[src/design/smts_pkg.sv]
// Shared constants for the sync monitor, timestamp and overrange block.
// Assumes one sampling clock and an 8-bit register map with 12-bit
// addresses, reached through the device's serial register port.
package smts_pkg;

  // Data path widths and latencies in sampling clock cycles
  localparam int          DATA_W       = 14;
  localparam int          DATA_LAT_CYC = 43;  // Sample in to delay line out
  localparam int          TS_LAT_CYC   = 8;   // Sync capture to marker out
  localparam int          TS_LEAD_CYC  = DATA_LAT_CYC - TS_LAT_CYC;

  // Sync monitor tap grid, in picoseconds around the rising clock edge
  localparam int          WIN_LEAD_PS      = -60;
  localparam int          WIN_LAG_PS       = 140;
  localparam int          TAP_STEP_PS      = 40;
  localparam int          SAMPLE_OFFSET_PS = 60;
  localparam int          TAP_COUNT =
    (WIN_LAG_PS - WIN_LEAD_PS) / TAP_STEP_PS + 1;
  localparam int          WIN_COUNT = TAP_COUNT - 1;
  localparam int          CAPTURE_TAP =
    (SAMPLE_OFFSET_PS - WIN_LEAD_PS) / TAP_STEP_PS;

  // Register addresses
  localparam logic [11:0] ADDR_OVR_CFG_A = 12'h10a;
  localparam logic [11:0] ADDR_OVR_CFG_B = 12'h10b;
  localparam logic [11:0] ADDR_LSB_OVR   = 12'h116;
  localparam logic [11:0] ADDR_FREQ_RNG  = 12'h132;
  localparam logic [11:0] ADDR_SYNC_STAT = 12'h140;
  localparam logic [11:0] ADDR_PIN_CFG   = 12'h146;
  localparam logic [11:0] ADDR_TS_CFG    = 12'h162;
  localparam logic [11:0] ADDR_DEC_CFG   = 12'h169;
  localparam logic [11:0] ADDR_NYQ_ZONE  = 12'h16b;
  localparam logic [11:0] ADDR_SYNC_MASK = 12'h170;

  // Reset values
  localparam logic [7:0]  OVR_CFG_RST   = 8'h01;
  localparam logic [7:0]  LSB_OVR_RST   = 8'h00;
  localparam logic [7:0]  FREQ_RNG_RST  = 8'h00;
  localparam logic [7:0]  PIN_CFG_RST   = 8'h01;
  localparam logic [7:0]  TS_CFG_RST    = 8'h00;
  localparam logic [7:0]  DEC_CFG_RST   = 8'h00;
  localparam logic [7:0]  NYQ_ZONE_RST  = 8'h00;  // First zone
  localparam logic [7:0]  SYNC_MASK_RST = 8'h07;
  localparam logic [7:0]  RDATA_UNMAPPED = 8'h00;

  // Field positions and codes
  localparam int          PIN0_FN_LSB   = 0;      // Pin zero function [1:0]
  localparam logic [1:0]  PIN0_FN_SYNC  = 2'h0;
  localparam int          OVR_OR_BIT    = 2;      // 1: both channels OR-ed
  localparam int          TS_EN_LSB     = 6;      // Timestamp field [7:6]
  localparam logic [1:0]  TS_EN_CODE    = 2'h3;
  localparam int          LSB_OVR_BIT   = 0;
  localparam int          OVR_PIN_BIT   = 0;
  localparam int          DEC_FIELD_W   = 4;      // Nonzero: decimation
  localparam int          MASK_DIV_BIT  = 0;
  localparam int          MASK_OSC_BIT  = 1;
  localparam int          MASK_RAMP_BIT = 2;
  localparam int          ST_SEEN_BIT   = 6;
  localparam int          ST_COMB_BIT   = 5;

  // Code limits of the signed converter word
  localparam logic [13:0] CODE_MAX = 14'h1fff;
  localparam logic [13:0] CODE_MIN = 14'h2000;
  localparam int          DEC_PHASE_W = 4;

endpackage : smts_pkg

[src/design/smts_window_classify.sv]
// Sorts a sync reference transition into one of five timing windows.
// Assumes the taps are registered copies of the sync reference taken at
// evenly spaced delays from earliest (bit 0) to latest.
`timescale 1ns/10ps

module smts_window_classify (
  input  wire logic [smts_pkg::TAP_COUNT-1:0] taps,      // Sampled taps
  output logic      [smts_pkg::WIN_COUNT-1:0] win_flags, // One-hot window
  output logic                                win_any    // Any window hit
);

  logic [smts_pkg::WIN_COUNT-1:0] pair_diff;  // Transition between taps

  // One comparator per adjacent pair of taps
  genvar g;
  generate
    for (g = 0; g < smts_pkg::WIN_COUNT; g++) begin : g_pair
      assign pair_diff[g] = taps[g] ^ taps[g+1];
    end
  endgenerate

  // Earliest window wins so that only one flag is ever raised;
  // a glitch spanning several pairs still reports a single window
  always_comb begin
    win_flags = '0;
    for (int i = smts_pkg::WIN_COUNT - 1; i >= 0; i--) begin
      if (pair_diff[i]) begin
        win_flags    = '0;
        win_flags[i] = 1'b1;
      end
    end
    win_any = |pair_diff;
  end

endmodule : smts_window_classify

[src/design/smts_delay_line.sv]
// Fixed-length delay line for sample words and marker bits.
// Assumes one clock; every stage shifts on every edge.
`timescale 1ns/10ps

module smts_delay_line #(
  parameter int WIDTH = 1,  // Word width
  parameter int DEPTH = 1   // Number of stages
) (
  input  wire logic             sys_clk,  // Sampling clock
  input  wire logic             nrst,     // Async reset, active low
  input  wire logic [WIDTH-1:0] din,      // Word entering
  output logic      [WIDTH-1:0] dout      // Word after DEPTH edges
);

  logic [WIDTH-1:0] stage [DEPTH];  // Shift storage

  // Plain shift chain; storage held in flops since depth is small
  always_ff @(posedge sys_clk or negedge nrst) begin
    if (!nrst) begin
      for (int i = 0; i < DEPTH; i++) begin
        stage[i] <= '0;
      end
    end else begin
      stage[0] <= din;
      for (int i = 1; i < DEPTH; i++) begin
        stage[i] <= stage[i-1];
      end
    end
  end

  assign dout = stage[DEPTH-1];

endmodule : smts_delay_line

[src/design/smts_top.sv]
// Sync monitor, timestamp marker and overrange flagging of the converter.
// Assumes converter and downconverter words arrive once per sampling
// clock, and that the serial register port is decoded into a parallel
// strobe with address and data before it reaches this block.
`timescale 1ns/10ps

// How it works
// - Sync sampled each clock edge, 60 ps late
// - Monitor watches -60 ps to +140 ps
// - At most one of five window flags
// - Monitor status updates on each sync edge
// - Edge-seen bit sticks until software clears
// - Status register at 0x140, bit 7 zero
// - Decimation mode: sync resets divider, oscillator phase
// - Bypass mode: sync restarts ramp pattern
// - Masks choose which blocks sync resets
// - Timestamp captures sync rise on clock edge
// - Marker replaces LSB of output lane two
// - Marker after 8 cycles, data after 44
// - Overrange when input hits maximum or minimum code
// - Overrange latency not above bypass data latency
// - Overrange on per-channel or OR-ed pin
// - Overrange can replace each channel LSB
// - Overrange output configured at 0x10A, 0x10B
// - Nyquist zone defaults first; frequency range settable
module smts_top (
  input  wire logic                              sys_clk,
  input  wire logic                              nrst,
  input  wire logic [smts_pkg::TAP_COUNT-1:0]    sync_taps,
  input  wire logic [smts_pkg::DATA_W-1:0]       adc_a_data,
  input  wire logic [smts_pkg::DATA_W-1:0]       adc_b_data,
  input  wire logic [smts_pkg::DATA_W-1:0]       ddc_a_data,
  input  wire logic [smts_pkg::DATA_W-1:0]       ddc_b_data,
  input  wire logic                              reg_wr,
  input  wire logic                              reg_rd,
  input  wire logic [11:0]                       reg_addr,
  input  wire logic [7:0]                        reg_wdata,
  output logic      [7:0]                        reg_rdata,
  output logic      [smts_pkg::DATA_W-1:0]       out_a,
  output logic      [smts_pkg::DATA_W-1:0]       out_b,
  output logic                                   ovr_pin_one,
  output logic                                   ovr_pin_two,
  output logic                                   divider_reset,
  output logic                                   osc_phase_reset,
  output logic                                   ramp_restart,
  output logic      [smts_pkg::DATA_W-1:0]       ramp_value,
  output logic      [smts_pkg::DEC_PHASE_W-1:0]  dec_phase,
  output logic      [7:0]                        nyquist_zone,
  output logic      [7:0]                        freq_range
);

  localparam int DW = smts_pkg::DATA_W;

  // Configuration registers
  logic [7:0]  ovr_cfg_a_reg;     // Overrange pin setup, channel A
  logic [7:0]  ovr_cfg_b_reg;     // Overrange pin setup, channel B
  logic [7:0]  lsb_ovr_reg;       // Overrange in data LSB
  logic [7:0]  pin_cfg_reg;       // General pin function select
  logic [7:0]  ts_cfg_reg;        // Timestamp enable
  logic [7:0]  dec_cfg_reg;       // Common decimation factor
  logic [7:0]  sync_mask_reg;     // Blocks reset by sync
  logic [7:0]  status_reg;        // Monitor status
  logic [smts_pkg::TAP_COUNT-1:0] tap_reg;  // Registered sync taps
  logic        samp_prev_reg;     // Previous capture sample
  logic        late_prev_reg;     // Previous latest-tap sample

  // Decoded controls
  logic        sync_sel;          // Pin zero serves as sync input
  logic        ts_on;             // Timestamp replaces lane two LSB
  logic        dec_mode;          // Decimation path active
  logic        ref_edge;          // Rising edge of sync reference
  logic        mon_edge;          // Sync rise seen by the monitor
  logic        stat_clr;          // Software clears edge-seen
  logic [smts_pkg::WIN_COUNT-1:0] win_flags;  // Classified window
  logic        win_any;           // A transition fell in the window

  // Delay line payloads
  logic [2*DW+1:0] dly_in;        // Both words plus both overrange bits
  logic [2*DW+1:0] dly_out;       // Same, 43 edges later
  logic        ovr_a_now;         // Channel A at a code limit
  logic        ovr_b_now;         // Channel B at a code limit
  logic        ovr_a_dly;         // Delayed overrange A
  logic        ovr_b_dly;         // Delayed overrange B
  logic        ts_mark_dly;       // Delayed timestamp marker

  // Zero in bits [1:0] selects pin zero as sync; other codes disable it
  assign sync_sel = pin_cfg_reg[smts_pkg::PIN0_FN_LSB +: 2]
                    == smts_pkg::PIN0_FN_SYNC;
  assign ts_on    = ts_cfg_reg[smts_pkg::TS_EN_LSB +: 2]
                    == smts_pkg::TS_EN_CODE;
  assign dec_mode = |dec_cfg_reg[smts_pkg::DEC_FIELD_W-1:0];
  assign stat_clr = reg_wr && (reg_addr == smts_pkg::ADDR_SYNC_STAT)
                    && reg_wdata[smts_pkg::ST_SEEN_BIT];

  // Edge of the sample taken at the capture tap; one pulse is enough
  assign ref_edge = sync_sel && tap_reg[smts_pkg::CAPTURE_TAP]
                    && !samp_prev_reg;

  // Monitor edge from the latest tap, so rises after the capture tap
  // still land in windows four and five
  assign mon_edge = sync_sel && tap_reg[smts_pkg::TAP_COUNT-1]
                    && !late_prev_reg;

  // Register taps on each rising clock edge; the capture tap sits
  // 60 ps after the edge, so a source aligned to the falling edge
  // gets the widest margin on both sides
  always_ff @(posedge sys_clk or negedge nrst) begin
    if (!nrst) begin
      tap_reg       <= '0;
      samp_prev_reg <= 1'b0;
      late_prev_reg <= 1'b0;
    end else begin
      tap_reg       <= sync_taps;
      samp_prev_reg <= tap_reg[smts_pkg::CAPTURE_TAP];
      late_prev_reg <= tap_reg[smts_pkg::TAP_COUNT-1];
    end
  end

  // Window classification of the registered taps
  smts_window_classify u_classify (
    .taps      (tap_reg),
    .win_flags (win_flags),
    .win_any   (win_any)
  );

  // Monitor status; set of edge-seen wins over a same-cycle clear
  always_ff @(posedge sys_clk or negedge nrst) begin
    if (!nrst) begin
      status_reg <= 8'h00;
    end else begin
      if (mon_edge) begin
        // Window flags are not sticky: each edge overwrites them
        status_reg[smts_pkg::WIN_COUNT-1:0] <= win_flags;
        status_reg[smts_pkg::ST_COMB_BIT]   <= win_any;
        status_reg[smts_pkg::ST_SEEN_BIT]   <= 1'b1;
      end else if (stat_clr) begin
        status_reg[smts_pkg::ST_SEEN_BIT]   <= 1'b0;
      end
      status_reg[7] <= 1'b0;
    end
  end

  // Configuration writes; the status register is only cleared above
  always_ff @(posedge sys_clk or negedge nrst) begin
    if (!nrst) begin
      ovr_cfg_a_reg <= smts_pkg::OVR_CFG_RST;
      ovr_cfg_b_reg <= smts_pkg::OVR_CFG_RST;
      lsb_ovr_reg   <= smts_pkg::LSB_OVR_RST;
      freq_range    <= smts_pkg::FREQ_RNG_RST;
      pin_cfg_reg   <= smts_pkg::PIN_CFG_RST;
      ts_cfg_reg    <= smts_pkg::TS_CFG_RST;
      dec_cfg_reg   <= smts_pkg::DEC_CFG_RST;
      nyquist_zone  <= smts_pkg::NYQ_ZONE_RST;
      sync_mask_reg <= smts_pkg::SYNC_MASK_RST;
    end else if (reg_wr) begin
      case (reg_addr)
        smts_pkg::ADDR_OVR_CFG_A: ovr_cfg_a_reg <= reg_wdata;
        smts_pkg::ADDR_OVR_CFG_B: ovr_cfg_b_reg <= reg_wdata;
        smts_pkg::ADDR_LSB_OVR:   lsb_ovr_reg   <= reg_wdata;
        smts_pkg::ADDR_FREQ_RNG:  freq_range    <= reg_wdata;
        smts_pkg::ADDR_PIN_CFG:   pin_cfg_reg   <= reg_wdata;
        smts_pkg::ADDR_TS_CFG:    ts_cfg_reg    <= reg_wdata;
        smts_pkg::ADDR_DEC_CFG:   dec_cfg_reg   <= reg_wdata;
        smts_pkg::ADDR_NYQ_ZONE:  nyquist_zone  <= reg_wdata;
        smts_pkg::ADDR_SYNC_MASK: sync_mask_reg <= reg_wdata;
        default: ;  // Unmapped and read-only addresses ignore writes
      endcase
    end
  end

  // Read data one edge after the read strobe; unmapped reads as zero
  always_ff @(posedge sys_clk or negedge nrst) begin
    if (!nrst) begin
      reg_rdata <= 8'h00;
    end else if (reg_rd) begin
      case (reg_addr)
        smts_pkg::ADDR_OVR_CFG_A: reg_rdata <= ovr_cfg_a_reg;
        smts_pkg::ADDR_OVR_CFG_B: reg_rdata <= ovr_cfg_b_reg;
        smts_pkg::ADDR_LSB_OVR:   reg_rdata <= lsb_ovr_reg;
        smts_pkg::ADDR_FREQ_RNG:  reg_rdata <= freq_range;
        smts_pkg::ADDR_SYNC_STAT: reg_rdata <= status_reg;
        smts_pkg::ADDR_PIN_CFG:   reg_rdata <= pin_cfg_reg;
        smts_pkg::ADDR_TS_CFG:    reg_rdata <= ts_cfg_reg;
        smts_pkg::ADDR_DEC_CFG:   reg_rdata <= dec_cfg_reg;
        smts_pkg::ADDR_NYQ_ZONE:  reg_rdata <= nyquist_zone;
        smts_pkg::ADDR_SYNC_MASK: reg_rdata <= sync_mask_reg;
        default:                  reg_rdata <= smts_pkg::RDATA_UNMAPPED;
      endcase
    end
  end

  // Decimation state reset; phase counter stands in for the dividers
  always_ff @(posedge sys_clk or negedge nrst) begin
    if (!nrst) begin
      divider_reset   <= 1'b0;
      osc_phase_reset <= 1'b0;
      dec_phase       <= '0;
    end else begin
      divider_reset   <= ref_edge && dec_mode
                         && sync_mask_reg[smts_pkg::MASK_DIV_BIT];
      osc_phase_reset <= ref_edge && dec_mode
                         && sync_mask_reg[smts_pkg::MASK_OSC_BIT];
      if (ref_edge && dec_mode && sync_mask_reg[smts_pkg::MASK_DIV_BIT]) begin
        dec_phase <= '0;
      end else begin
        dec_phase <= dec_phase + 1'b1;
      end
    end
  end

  // Ramp pattern; bypass latency is already fixed, so sync only
  // restarts the ramp there
  always_ff @(posedge sys_clk or negedge nrst) begin
    if (!nrst) begin
      ramp_restart <= 1'b0;
      ramp_value   <= '0;
    end else begin
      ramp_restart <= ref_edge && !dec_mode
                      && sync_mask_reg[smts_pkg::MASK_RAMP_BIT];
      if (ref_edge && !dec_mode
          && sync_mask_reg[smts_pkg::MASK_RAMP_BIT]) begin
        ramp_value <= '0;
      end else begin
        ramp_value <= ramp_value + 1'b1;
      end
    end
  end

  // Overrange: input sitting at either end of the code range
  assign ovr_a_now = (adc_a_data == smts_pkg::CODE_MAX)
                     || (adc_a_data == smts_pkg::CODE_MIN);
  assign ovr_b_now = (adc_b_data == smts_pkg::CODE_MAX)
                     || (adc_b_data == smts_pkg::CODE_MIN);
  assign dly_in    = {ovr_b_now, ovr_a_now, adc_b_data, adc_a_data};

  // Flags share the data delay, so their latency equals the bypass data's
  smts_delay_line #(
    .WIDTH (2*DW+2),
    .DEPTH (smts_pkg::DATA_LAT_CYC)
  ) u_data_dly (
    .sys_clk (sys_clk),
    .nrst    (nrst),
    .din     (dly_in),
    .dout    (dly_out)
  );

  assign ovr_a_dly = dly_out[2*DW];
  assign ovr_b_dly = dly_out[2*DW+1];

  // Marker path is much shorter than the data path and is not aligned
  smts_delay_line #(
    .WIDTH (1),
    .DEPTH (smts_pkg::TS_LAT_CYC - 1)
  ) u_ts_dly (
    .sys_clk (sys_clk),
    .nrst    (nrst),
    .din     (ref_edge && ts_on),
    .dout    (ts_mark_dly)
  );

  // Output words; decimation mode carries the downconverter streams
  always_ff @(posedge sys_clk or negedge nrst) begin
    if (!nrst) begin
      out_a <= '0;
      out_b <= '0;
    end else begin
      if (dec_mode) begin
        out_a <= ddc_a_data;
        out_b <= ddc_b_data;
      end else begin
        out_a <= dly_out[DW-1:0];
        out_b <= dly_out[2*DW-1:DW];
      end
      // Overrange flag in the LSB of either stream
      if (lsb_ovr_reg[smts_pkg::LSB_OVR_BIT]) begin
        out_a[0] <= ovr_a_dly;
        out_b[0] <= ovr_b_dly;
      end
      // Marker has priority over overrange on the lane two LSB
      if (ts_on) begin
        out_a[0] <= ts_mark_dly;
      end
    end
  end

  // Overrange pins: per channel, or both channels OR-ed on pin one
  always_ff @(posedge sys_clk or negedge nrst) begin
    if (!nrst) begin
      ovr_pin_one <= 1'b0;
      ovr_pin_two <= 1'b0;
    end else if (pin_cfg_reg[smts_pkg::OVR_OR_BIT]) begin
      ovr_pin_one <= (ovr_a_dly && ovr_cfg_a_reg[smts_pkg::OVR_PIN_BIT])
                     || (ovr_b_dly
                         && ovr_cfg_b_reg[smts_pkg::OVR_PIN_BIT]);
      ovr_pin_two <= 1'b0;
    end else begin
      ovr_pin_one <= ovr_a_dly && ovr_cfg_a_reg[smts_pkg::OVR_PIN_BIT];
      ovr_pin_two <= ovr_b_dly && ovr_cfg_b_reg[smts_pkg::OVR_PIN_BIT];
    end
  end

  // Checks on monitor, marker, overrange and sync resets
  property p_seen_set;
    @(posedge sys_clk) disable iff (!nrst)
    mon_edge |=> status_reg[smts_pkg::ST_SEEN_BIT];
  endproperty
  a_seen_set: assert property (p_seen_set)
    else $error("edge-seen not set after sync edge");

  property p_seen_hold;
    @(posedge sys_clk) disable iff (!nrst)
    status_reg[smts_pkg::ST_SEEN_BIT] && !stat_clr
    |=> status_reg[smts_pkg::ST_SEEN_BIT];
  endproperty
  a_seen_hold: assert property (p_seen_hold)
    else $error("edge-seen dropped without a clear");

  property p_onehot;
    @(posedge sys_clk) disable iff (!nrst)
    mon_edge && win_any |=> $onehot(status_reg[smts_pkg::WIN_COUNT-1:0]);
  endproperty
  a_onehot: assert property (p_onehot)
    else $error("window flags not one-hot");

  property p_comb;
    @(posedge sys_clk) disable iff (!nrst)
    (status_reg[smts_pkg::ST_COMB_BIT] == |status_reg[4:0])
    && !status_reg[7];
  endproperty
  a_comb: assert property (p_comb)
    else $error("status layout broken");

  property p_update;
    @(posedge sys_clk) disable iff (!nrst)
    !mon_edge |=> $stable(status_reg[smts_pkg::ST_COMB_BIT:0]);
  endproperty
  a_update: assert property (p_update)
    else $error("window flags changed without sync edge");

  property p_ts_lat;
    @(posedge sys_clk) disable iff (!nrst)
    ref_edge && ts_on |-> ##8 (out_a[0] || !ts_on);
  endproperty
  a_ts_lat: assert property (p_ts_lat)
    else $error("timestamp marker late or missing");

  property p_ovr_lat;
    @(posedge sys_clk) disable iff (!nrst)
    (adc_a_data == smts_pkg::CODE_MAX)
    && ovr_cfg_a_reg[smts_pkg::OVR_PIN_BIT]
    |-> ##44 (ovr_pin_one || !ovr_cfg_a_reg[smts_pkg::OVR_PIN_BIT]);
  endproperty
  a_ovr_lat: assert property (p_ovr_lat)
    else $error("overrange pin late or missing");

  property p_dec_reset;
    @(posedge sys_clk) disable iff (!nrst)
    ref_edge && dec_mode && sync_mask_reg[smts_pkg::MASK_DIV_BIT]
    |=> divider_reset && (dec_phase == '0);
  endproperty
  a_dec_reset: assert property (p_dec_reset)
    else $error("decimation state not reset by sync");

  property p_ramp;
    @(posedge sys_clk) disable iff (!nrst)
    ref_edge && !dec_mode && sync_mask_reg[smts_pkg::MASK_RAMP_BIT]
    |=> ramp_restart && (ramp_value == '0);
  endproperty
  a_ramp: assert property (p_ramp)
    else $error("ramp not restarted by sync");

endmodule : smts_top

[config.mk]
export PLATFORM = sky130hd
export DESIGN_NAME = smts_top
export DESIGN_NICKNAME = d
export VERILOG_FILES = /design/src/design/smts_pkg.sv /design/src/design/smts_window_classify.sv /design/src/design/smts_delay_line.sv /design/src/design/smts_top.sv
export SDC_FILE = /design/constraint.sdc
export NUM_CORES = 1
export LEC_CHECK = 0
export BUFFER_PORTS_ARGS = -buffer_cell sky130_fd_sc_hd__buf_4
export CORE_UTILIZATION = 43
export CTS_CLUSTER_DIAMETER = 200
export DETAILED_ROUTE_END_ITERATION = 10
export PLACE_DENSITY = 0.56
export SKIP_CTS_REPAIR_TIMING = 1
export SLEW_MARGIN = 20
export SYNTH_ARGS = -nofsm -noshare
export SYNTH_HDL_FRONTEND = slang
export SYNTH_HIERARCHICAL = 1
export SYNTH_SLANG_ARGS = --single-unit
[constraint.sdc]
create_clock -name sys_clk -period 3.71 [get_ports sys_clk]
set_clock_uncertainty 0.05 [all_clocks]
set_input_delay 0.9275 -clock sys_clk [delete_from_list [all_inputs] [get_ports sys_clk]]
set_output_delay 0.9275 -clock sys_clk [all_outputs]
set_load 0.01 [all_outputs]
==> results.sh, run 1 <==
export IMPL_fill_cells=7120
export IMPL_drive_above_1_share=0.244
export IMPL_synth_simple_area_share=0.0249
export IMPL_synth_compound_area_frac=0.0142
export IMPL_fin_nets=2231
export IMPL_synth_flop_cell="dfrtp_1"
export IMPL_cts_sinks=1443
export IMPL_synth_top_family_by_area="multiplexers"
export IMPL_setup_viol=0
export IMPL_netlist_area_um2=39400
export IMPL_cp_arrival_ns=2.87
export IMPL_start_util=0.436
export IMPL_setup_tns_final_ns=0
export IMPL_synthMuxAreaShare=0.0315
export IMPL_htreeDepth=4
export IMPL_grt_overflow=0
export IMPL_cts_clk_slew_worst_paths_ns=0.06
export IMPL_core_um2=90400
export IMPL_seq_area_frac_synth=0.916
export IMPL_wl_per_cell_um=16.3
export IMPL_worst_setup_path_end_kind="flop"
export IMPL_rsz0062_at_grt="no"
export IMPL_crit_type="reg -> reg"
export IMPL_drtIter0Drc=859
export IMPL_worstRegToRegCells=3
export IMPL_synthAdderAreaFrac=0.000635
export IMPL_synthDistinctLibCells=68
export IMPL_hp_class="in -> async"
export IMPL_fin_crit_ns=2.36
export IMPL_hold_viol=0
export IMPL_clock_latency_ns=0.71
export IMPL_leakage_nw=21.7
export IMPL_dp_cells=3180
export IMPL_io_pins=161
export IMPL_final_cell_count_no_fill=3426
export IMPL_cts_tree="done"
export IMPL_multi_input_area_um2=2930
export IMPL_grt_pass1_wl_um=92500
export IMPL_r2r_end="ramp_value[2]"
export IMPL_largest_register_ff_count=1260
export IMPL_die_width_um=305
export IMPL_antenna_found_initial=1
export IMPL_r2r_slack_ns=1.35
export IMPL_clockRootBuffer="clkbuf_16"
export IMPL_synth_xor_area_frac=0.00289
export IMPL_max_cap_violations=0
export IMPL_crit_fanout=15
export IMPL_gp_congestion=0.818
export IMPL_worstReg2RegStart="dec_cfg_reg[1]"
export IMPL_outcome="completed"
export IMPL_vdd_drop_max_uv=416
export IMPL_track_usage=0.128
export IMPL_syn_to_final_growth_pct=18.9
export IMPL_finalCritPeriodShare=0.637
export IMPL_vias=15200
export IMPL_critPathLaunchType="flop"
export IMPL_firstDrtPassIters=4
export IMPL_synth_edff_count=0
export IMPL_ys_ff_latch=1443
export IMPL_hpwl_um=32500
export IMPL_dieArea_um2=92900
export IMPL_rows=110
export IMPL_timing_hold_ws_ns=0.135
export IMPL_portBuffers=160
export IMPL_slew_viol_final=0
export IMPL_die_y_um=305
export IMPL_drc=0
export IMPL_max_freq_mhz=423
export IMPL_grt_max_degree=129
export IMPL_ff_latch_area_um2=36100
export IMPL_cp_required_ns=4.22
export IMPL_syn_avg_cell_area_um2=21.3
export IMPL_async_flop_share=1.00
export IMPL_grt_pass1_vias=17000
export IMPL_slew_limit_headroom=0.374
export IMPL_tightestPinTransition_ns=0.932
export IMPL_wl_um=55800
export IMPL_syn_num_nets=1938
export IMPL_viasPerCell=4.45
export IMPL_top_register="u_data_dly/stage"
export IMPL_powerDensity_nw_per_um2=662
export IMPL_synth_warnings=6
export IMPL_numCtsBuffers=137
export IMPL_drtAntennaViolNets=0
export IMPL_synth_cells=1850
export IMPL_clock_path_buffers=3
cell usage after synthesis, drive strengths merged, types with 5 or more instances:
library cell	instances	area, µm²
dfrtp	1437	36000
mux2	105	1210
buf	47	347
nor2	31	119
nand2	24	111
a22oi	17	128
nand4	15	139
and3	13	81.3
nand3	13	70.1
o21ai	9	45.0
xor2	9	78.8
a31oi	8	50.1
o22ai	8	56.3
clkbuf	7	26.3
a21oi	6	30.0
and3b	6	52.6
dfstp	6	158
nor3b	6	50.1
nor2b	5	31.3
nor3	5	25.0
layout by cell type (no fill, tap or decap), types with 5 or more instances in the layout:
cell type	instances
a21oi_1	6
a22oi_1	17
a31oi_1	8
and3_1	13
and3b_1	6
buf_12	19
buf_4	188
bufinv_16	7
clkbuf_1	36
clkbuf_16	140
clkbuf_8	26
clkinv_2	23
dfrtp_1	1437
dfstp_2	6
mux2_2	97
mux2_4	8
nand2_1	21
nand3_1	12
nand4_1	12
nor2_1	30
nor2b_1	5
nor3_1	5
nor3b_1	5
o21ai_0	9
o22ai_1	7
xor2_1	9
cell families (layout without fill, tap and decap cells):
family,Yosys count,after routing
buffers and inverters,57,456
adders and majority gates,2,2
AOI/OAI and AO/OA,76,76
muxes,108,108
other,0,1
xor gates and xnor gates,13,13
DFF,1443,1443
and+or+nand+nor,151,151
power by group:
part	leakage, nW	total (mW)	internal [mW]	switching, mW
Sequential	17.2	16.7	16.5	0.237
Clock	2.24	13.6	8.02	5.56
Combinational	2.26	0.748	0.263	0.485
how the worst max path moves through the flow:
stage                         startpoint                to  slack (ns)  cells past startpoint
after floorplan              reg_addr[9]     ts_cfg_reg[0]        1.31                      5
after global placement       reg_addr[9]  sync_mask_reg[5]        0.85                      7
after detailed placement     reg_addr[3]     freq_range[5]        0.85                      6
after CTS                  freq_range[2]     freq_range[2]        1.30                      1
after global routing       freq_range[3]     freq_range[3]        1.29                      1
final                     dec_cfg_reg[1]     ramp_value[2]        1.35                      3
through the flow:
stage	worst slack, ns	utilization	total power [mW]	instance area [µm²]
6_report	1.35	0.518	31.0	46900
5_1_grt	1.29	0.518	32.4	46900
4_1_cts	1.30	0.518	31.6	46900
3_5_place_dp	0.852	0.468	17.8	42300
3_3_place_gp	0.851	0.468	17.7	42300
2_1_floorplan	1.31	-	17.1	39400
worst max-delay path, cell delays in order (launching register included):
cell and delay, ns:
dfrtp_1 0.41, nor4_2 0.84, and3_1 0.78, nor2_1 0.12
layer usage:
layer | wire length [µm] | vias to the layer above | global-route usage
met5 | 0 | - | 0
met3 | 2730 | 134 | 0.0337
met1 | 24400 | 8140 | 0.172
li1 | - | 6653 | -
met2 | 26600 | 308 | 0.197
met4 | 2040 | 0 | 0.0613
layout make-up:
| cell class | count | share of cell area |
|---|---|---|
| Sequential cell | 1443 | 0.770 |
| Clock buffer | 202 | 0.0852 |
| Multi-Input combinational cell | 350 | 0.0624 |
| Timing Repair Buffer | 208 | 0.0388 |
| Tap cell | 1176 | 0.0314 |
| Clock inverter | 43 | 0.0114 |
| Inverter | 3 | 0.000240 |
| Antenna cell | 1 | 0.0000534 |
(Power assumes the default switching activity.)
==> run 2: changes to the inputs <==
Clock period 3.71 ns to 2.3 ns, I/O delays scaled along.
==> run 2 against run 1 <==
Net effect: critical path depth down 2; count of clock-buffer cells in the layout down 1; clock power up 62%; power up 62%; non-clock buffer count up 71; via count up 1.8%; routed wire length up 0.71%; worst hold slack worse by 0.072 ns; sequential power up 62%; sequential share of layout area down 1.2 points; critical path type is now reg -> out; largest cell class unchanged; largest power group unchanged.
==> results.sh, run 2 (synthesis gave the netlist of run 1 again) <==
export IMPL_ff_latch_area_um2=36100
export IMPL_hpwl_um=33200
export IMPL_worst_setup_path_end_kind="output pin"
export IMPL_layout_commonest_cell="dfrtp_1"
export IMPL_final_cell_count_no_fill=3502
export IMPL_rows=110
export IMPL_rsz0062_at_grt="no"
export IMPL_vias=15500
export IMPL_timing_hold_ws_ns=0.0624
export IMPL_drive_above_1_share=0.255
export IMPL_total_power_mw=50.2
export IMPL_max_stage_delay_ns=0.49
export IMPL_worst_slack_ns=0.308
export IMPL_outcome="completed"
export IMPL_slew_viol_final=0
export IMPL_crit_type="reg -> out"
export IMPL_cp_required_ns=1.67
export IMPL_dp_cells=3216
export IMPL_syn_to_final_growth_pct=20.8
export IMPL_multi_input_area_um2=2930
export IMPL_firstDrtPassIters=4
export IMPL_crit_fanout=3
export IMPL_cts_tree="done"
export IMPL_crit_buf_inv=1
export IMPL_antenna_found_initial=1
export IMPL_dieArea_um2=92900
export IMPL_fin_crit_ns=1.99
export IMPL_track_usage=0.128
export IMPL_clockRootBuffer="clkbuf_16"
export IMPL_grt_pass1_wl_um=92500
export IMPL_tightestPinTransition_ns=0.557
export IMPL_grt_max_degree=102
export IMPL_htreeDepth=4
export IMPL_cts_clk_slew_worst_paths_ns=0.06
export IMPL_powerDensity_nw_per_um2=1050
export IMPL_grt_pass1_vias=17100
export IMPL_setup_viol=0
export IMPL_hp_class="in -> reg"
export IMPL_hold_viol=0
export IMPL_critPathLaunchType="flop"
export IMPL_cp_arrival_ns=1.37
export IMPL_fill_cells=7025
export IMPL_largest_register_ff_count=1260
export IMPL_numCtsBuffers=137
export IMPL_vdd_drop_max_uv=763
export IMPL_pre_cts_ws_ns=-0.0720
export IMPL_finalCritPeriodShare=0.866
export IMPL_leakage_nw=22.1
export IMPL_die_y_um=305
export IMPL_fin_nets=2302
export IMPL_cp_top_family="flip-flops"
export IMPL_io_pins=161
export IMPL_grt_overflow=0
export IMPL_layout_common_cells="1437 x dfrtp_1, 219 x buf_4, 140 x clkbuf_16, 97 x mux2_2, 35 x dlygate4sd3_1"
export IMPL_cpMaxStageDelayCell="dfrtp_1"
export IMPL_wl_per_cell_um=16.0
export IMPL_cts_sinks=1443
export IMPL_path_cells="buf_4"
export IMPL_viasPerCell=4.43
export IMPL_clock_latency_ns=0.70
export IMPL_top_register="u_data_dly/stage"
export IMPL_wl_um=56200
export IMPL_max_cap_violations=0
export IMPL_die_width_um=305
export IMPL_drtAntennaViolNets=0
export IMPL_clock_path_buffers=3
export IMPL_drtIter0Drc=936
export IMPL_max_freq_mhz=502
export IMPL_portBuffers=160
export IMPL_core_um2=90400
export IMPL_start_util=0.436
export IMPL_slew_limit_headroom=0.628
export IMPL_gp_congestion=0.802
export IMPL_drc=0
## run 2: per-stage QoR
stage               instance area [µm²]  utilization  TNS (ns)
floorplan                         39400            -         0
global placement                  42700        0.472         0
detailed placement                42700        0.472    -0.512
CTS                               47300        0.523         0
global route                      47600        0.527         0
finish                            47600        0.527         0
## run 2: cell type report
type	count	area share
antenna	2	0.000105
clock inverter	48	0.0118
sequential	1443	0.758
timing repair buffer	279	0.0525
multi-input combinational	350	0.0614
inverter	3	0.000236
tap	1176	0.0309
clock buffer	201	0.0847
## run 2: metal layers
metal | wire (µm) | up-vias | share of wire | GRT usage
met2 | 27600 | 333 | 0.49 | 0.201
met1 | 24500 | 8261 | 0.44 | 0.171
met4 | 1630 | 0 | 0.029 | 0.0552
met3 | 2420 | 122 | 0.043 | 0.0320
li1 | - | 6789 | - | -
met5 | 0 | - | 0 | 0
## run 2: where the power goes
part | switching [mW] | internal [mW] | leakage (nW) | total, mW
clock network | 8.95 | 13.1 | 2.26 | 22.0
registers | 0.385 | 26.6 | 17.2 | 27.0
logic | 0.798 | 0.494 | 2.61 | 1.29
total | 10.1 | 40.1 | 22.1 | 50.2
## run 2: final timing paths
kind	slack (ns)	cells after the start	end	from
setup / recovery	0.31	1	freq_range[5]	freq_range[5]
hold / removal	0.06	2	out_b[1]	ddc_b_data[1]
setup reg to reg	0.50	5	out_a[0]	dec_cfg_reg[1]
hold reg to reg	0.29	0	u_data_dly/stage[440]	u_data_dly/stage[470]
max in group asynchronous	0.89	3	u_data_dly/stage[114]	nrst
min in group asynchronous	0.41	2	u_data_dly/stage[235]	nrst
==> run 3: changes to the inputs <==
Settings changed: RECOVER_POWER set to 100.
==> run 3 against run 2 <==
Net effect: final area decreased by 1.6%; clock power about the same; worst hold slack improved by 0.00099 ns; highest routed layer unchanged; maximum frequency decreased by 0.96%; non-clock buffer count unchanged; largest power group unchanged; flip-flop and latch count unchanged; routed wire length about the same; count of clock-buffer cells in the layout unchanged; largest cell class unchanged; critical endpoint is now ramp_value[2]; first-iteration DRC count decreased by 5.3%.
==> results.sh, run 3 (synthesis gave the netlist of run 1 again) <==
export IMPL_track_usage=0.128
export IMPL_rsz0062_at_grt="no"
export IMPL_max_cap_violations=0
export IMPL_slew_limit_headroom=0.269
export IMPL_n_antenna_cell=0
export IMPL_grt_overflow=0
export IMPL_layout_commonest_cell="dfrtp_1"
export IMPL_start_util=0.436
export IMPL_hold_viol=0
export IMPL_wl_um=56200
export IMPL_grt_pass1_wl_um=92500
export IMPL_setup_viol=0
export IMPL_crit_type="reg -> reg"
export IMPL_wl_per_cell_um=16.1
export IMPL_cts_clk_slew_worst_paths_ns=0.06
export IMPL_max_stage_delay_ns=0.50
export IMPL_drtIter0Drc=886
export IMPL_top_register="u_data_dly/stage"
export IMPL_dp_cells=3216
export IMPL_ff_latch_area_um2=36100
export IMPL_htreeDepth=4
export IMPL_drive_above_1_share=0.191
export IMPL_drc=0
export IMPL_total_power_mw=50.1
export IMPL_cpMaxStageDelayCell="nor4_1"
export IMPL_cts_sinks=1443
export IMPL_die_width_um=305
export IMPL_placedInstanceArea_um2=42700
export IMPL_multi_input_area_um2=2840
export IMPL_worst_setup_path_end_kind="flop"
export IMPL_grt_pass1_vias=17100
export IMPL_fin_nets=2302
export IMPL_hpwl_um=33200
export IMPL_largest_register_ff_count=1260
export IMPL_gp_congestion=0.802
export IMPL_antenna_found_initial=1
export IMPL_cp_arrival_ns=2.53
export IMPL_vdd_drop_max_uv=763
export IMPL_fin_crit_ns=2.01
export IMPL_clock_path_buffers=3
export IMPL_finalCritPeriodShare=0.874
export IMPL_worst_slack_ns=0.289
export IMPL_fill_cells=7205
export IMPL_slew_viol_final=0
export IMPL_crit_fanout=31
export IMPL_vias=15500
export IMPL_die_y_um=305
export IMPL_max_freq_mhz=497
export IMPL_core_um2=90400
export IMPL_rows=110
export IMPL_timing_hold_ws_ns=0.0634
export IMPL_final_cell_count_no_fill=3500
export IMPL_critPathLaunchType="flop"
export IMPL_viasPerCell=4.44
export IMPL_powerDensity_nw_per_um2=1070
export IMPL_hp_class="in -> reg"
export IMPL_firstDrtPassIters=4
export IMPL_syn_to_final_growth_pct=18.9
export IMPL_finish_utilization=0.518
export IMPL_stdcell_area_um2=46900
export IMPL_layout_common_cells="1437 x dfrtp_1, 162 x clkbuf_1, 140 x clkbuf_16, 96 x mux2_2, 72 x buf_4"
export IMPL_cp_required_ns=2.82
export IMPL_pre_cts_ws_ns=-0.0720
export IMPL_path_cells="nor4_1 -> buf_12 -> and3_1 -> clkbuf_2 -> nor2_1"
export IMPL_leakage_nw=21.5
export IMPL_io_pins=161
export IMPL_tightestPinTransition_ns=1.10
export IMPL_drtAntennaViolNets=0
export IMPL_r2r_slack_ns=0.29
export IMPL_setup_tns_final_ns=0
export IMPL_outcome="completed"
export IMPL_clock_latency_ns=0.70
export IMPL_numCtsBuffers=137
export IMPL_dieArea_um2=92900
export IMPL_cts_tree="done"
export IMPL_portBuffers=160
export IMPL_clockRootBuffer="clkbuf_16"
export IMPL_grt_max_degree=102
run 3: final cells by class:
class                   instances  area share
flip-flops and latches       1443       0.771
clock buffers                 201      0.0860
multi-input cells             350      0.0607
repair buffers                279      0.0391
well taps                    1176      0.0314
clock inverters                48      0.0120
inverters                       3    0.000240
run 3: final timing paths:
path / start / cells after the start / endpoint
max in group asynchronous: nrst / 4 / u_data_dly/stage[1221]
setup reg to reg: dec_cfg_reg[1] / 5 / ramp_value[2]
hold / removal: ddc_a_data[8] / 2 / out_a[8]
hold reg to reg: u_data_dly/stage[470] / 0 / u_data_dly/stage[440]
min in group asynchronous: nrst / 2 / u_data_dly/stage[235]
setup / recovery: dec_cfg_reg[1] / 5 / ramp_value[2]
run 3: worst max-delay path: cells and delay by family (launching register included):
family	cells	cell delay (ns)
flops	1	0.40
simple gates	3	0.80
buf+inv	2	0.61
run 3: power breakdown:
part           internal, mW  total (mW)  switching [mW]
clock                  13.1        22.0            8.95
sequential             26.6        27.0           0.383
combinational         0.345        1.13           0.790
run 3: layer usage:
metal | track usage | share of wire | up-vias
li1 | - | - | 6791
met1 | 0.171 | 0.44 | 8304
met2 | 0.201 | 0.49 | 319
met3 | 0.0320 | 0.043 | 119
met4 | 0.0552 | 0.029 | 0
met5 | 0 | 0 | -
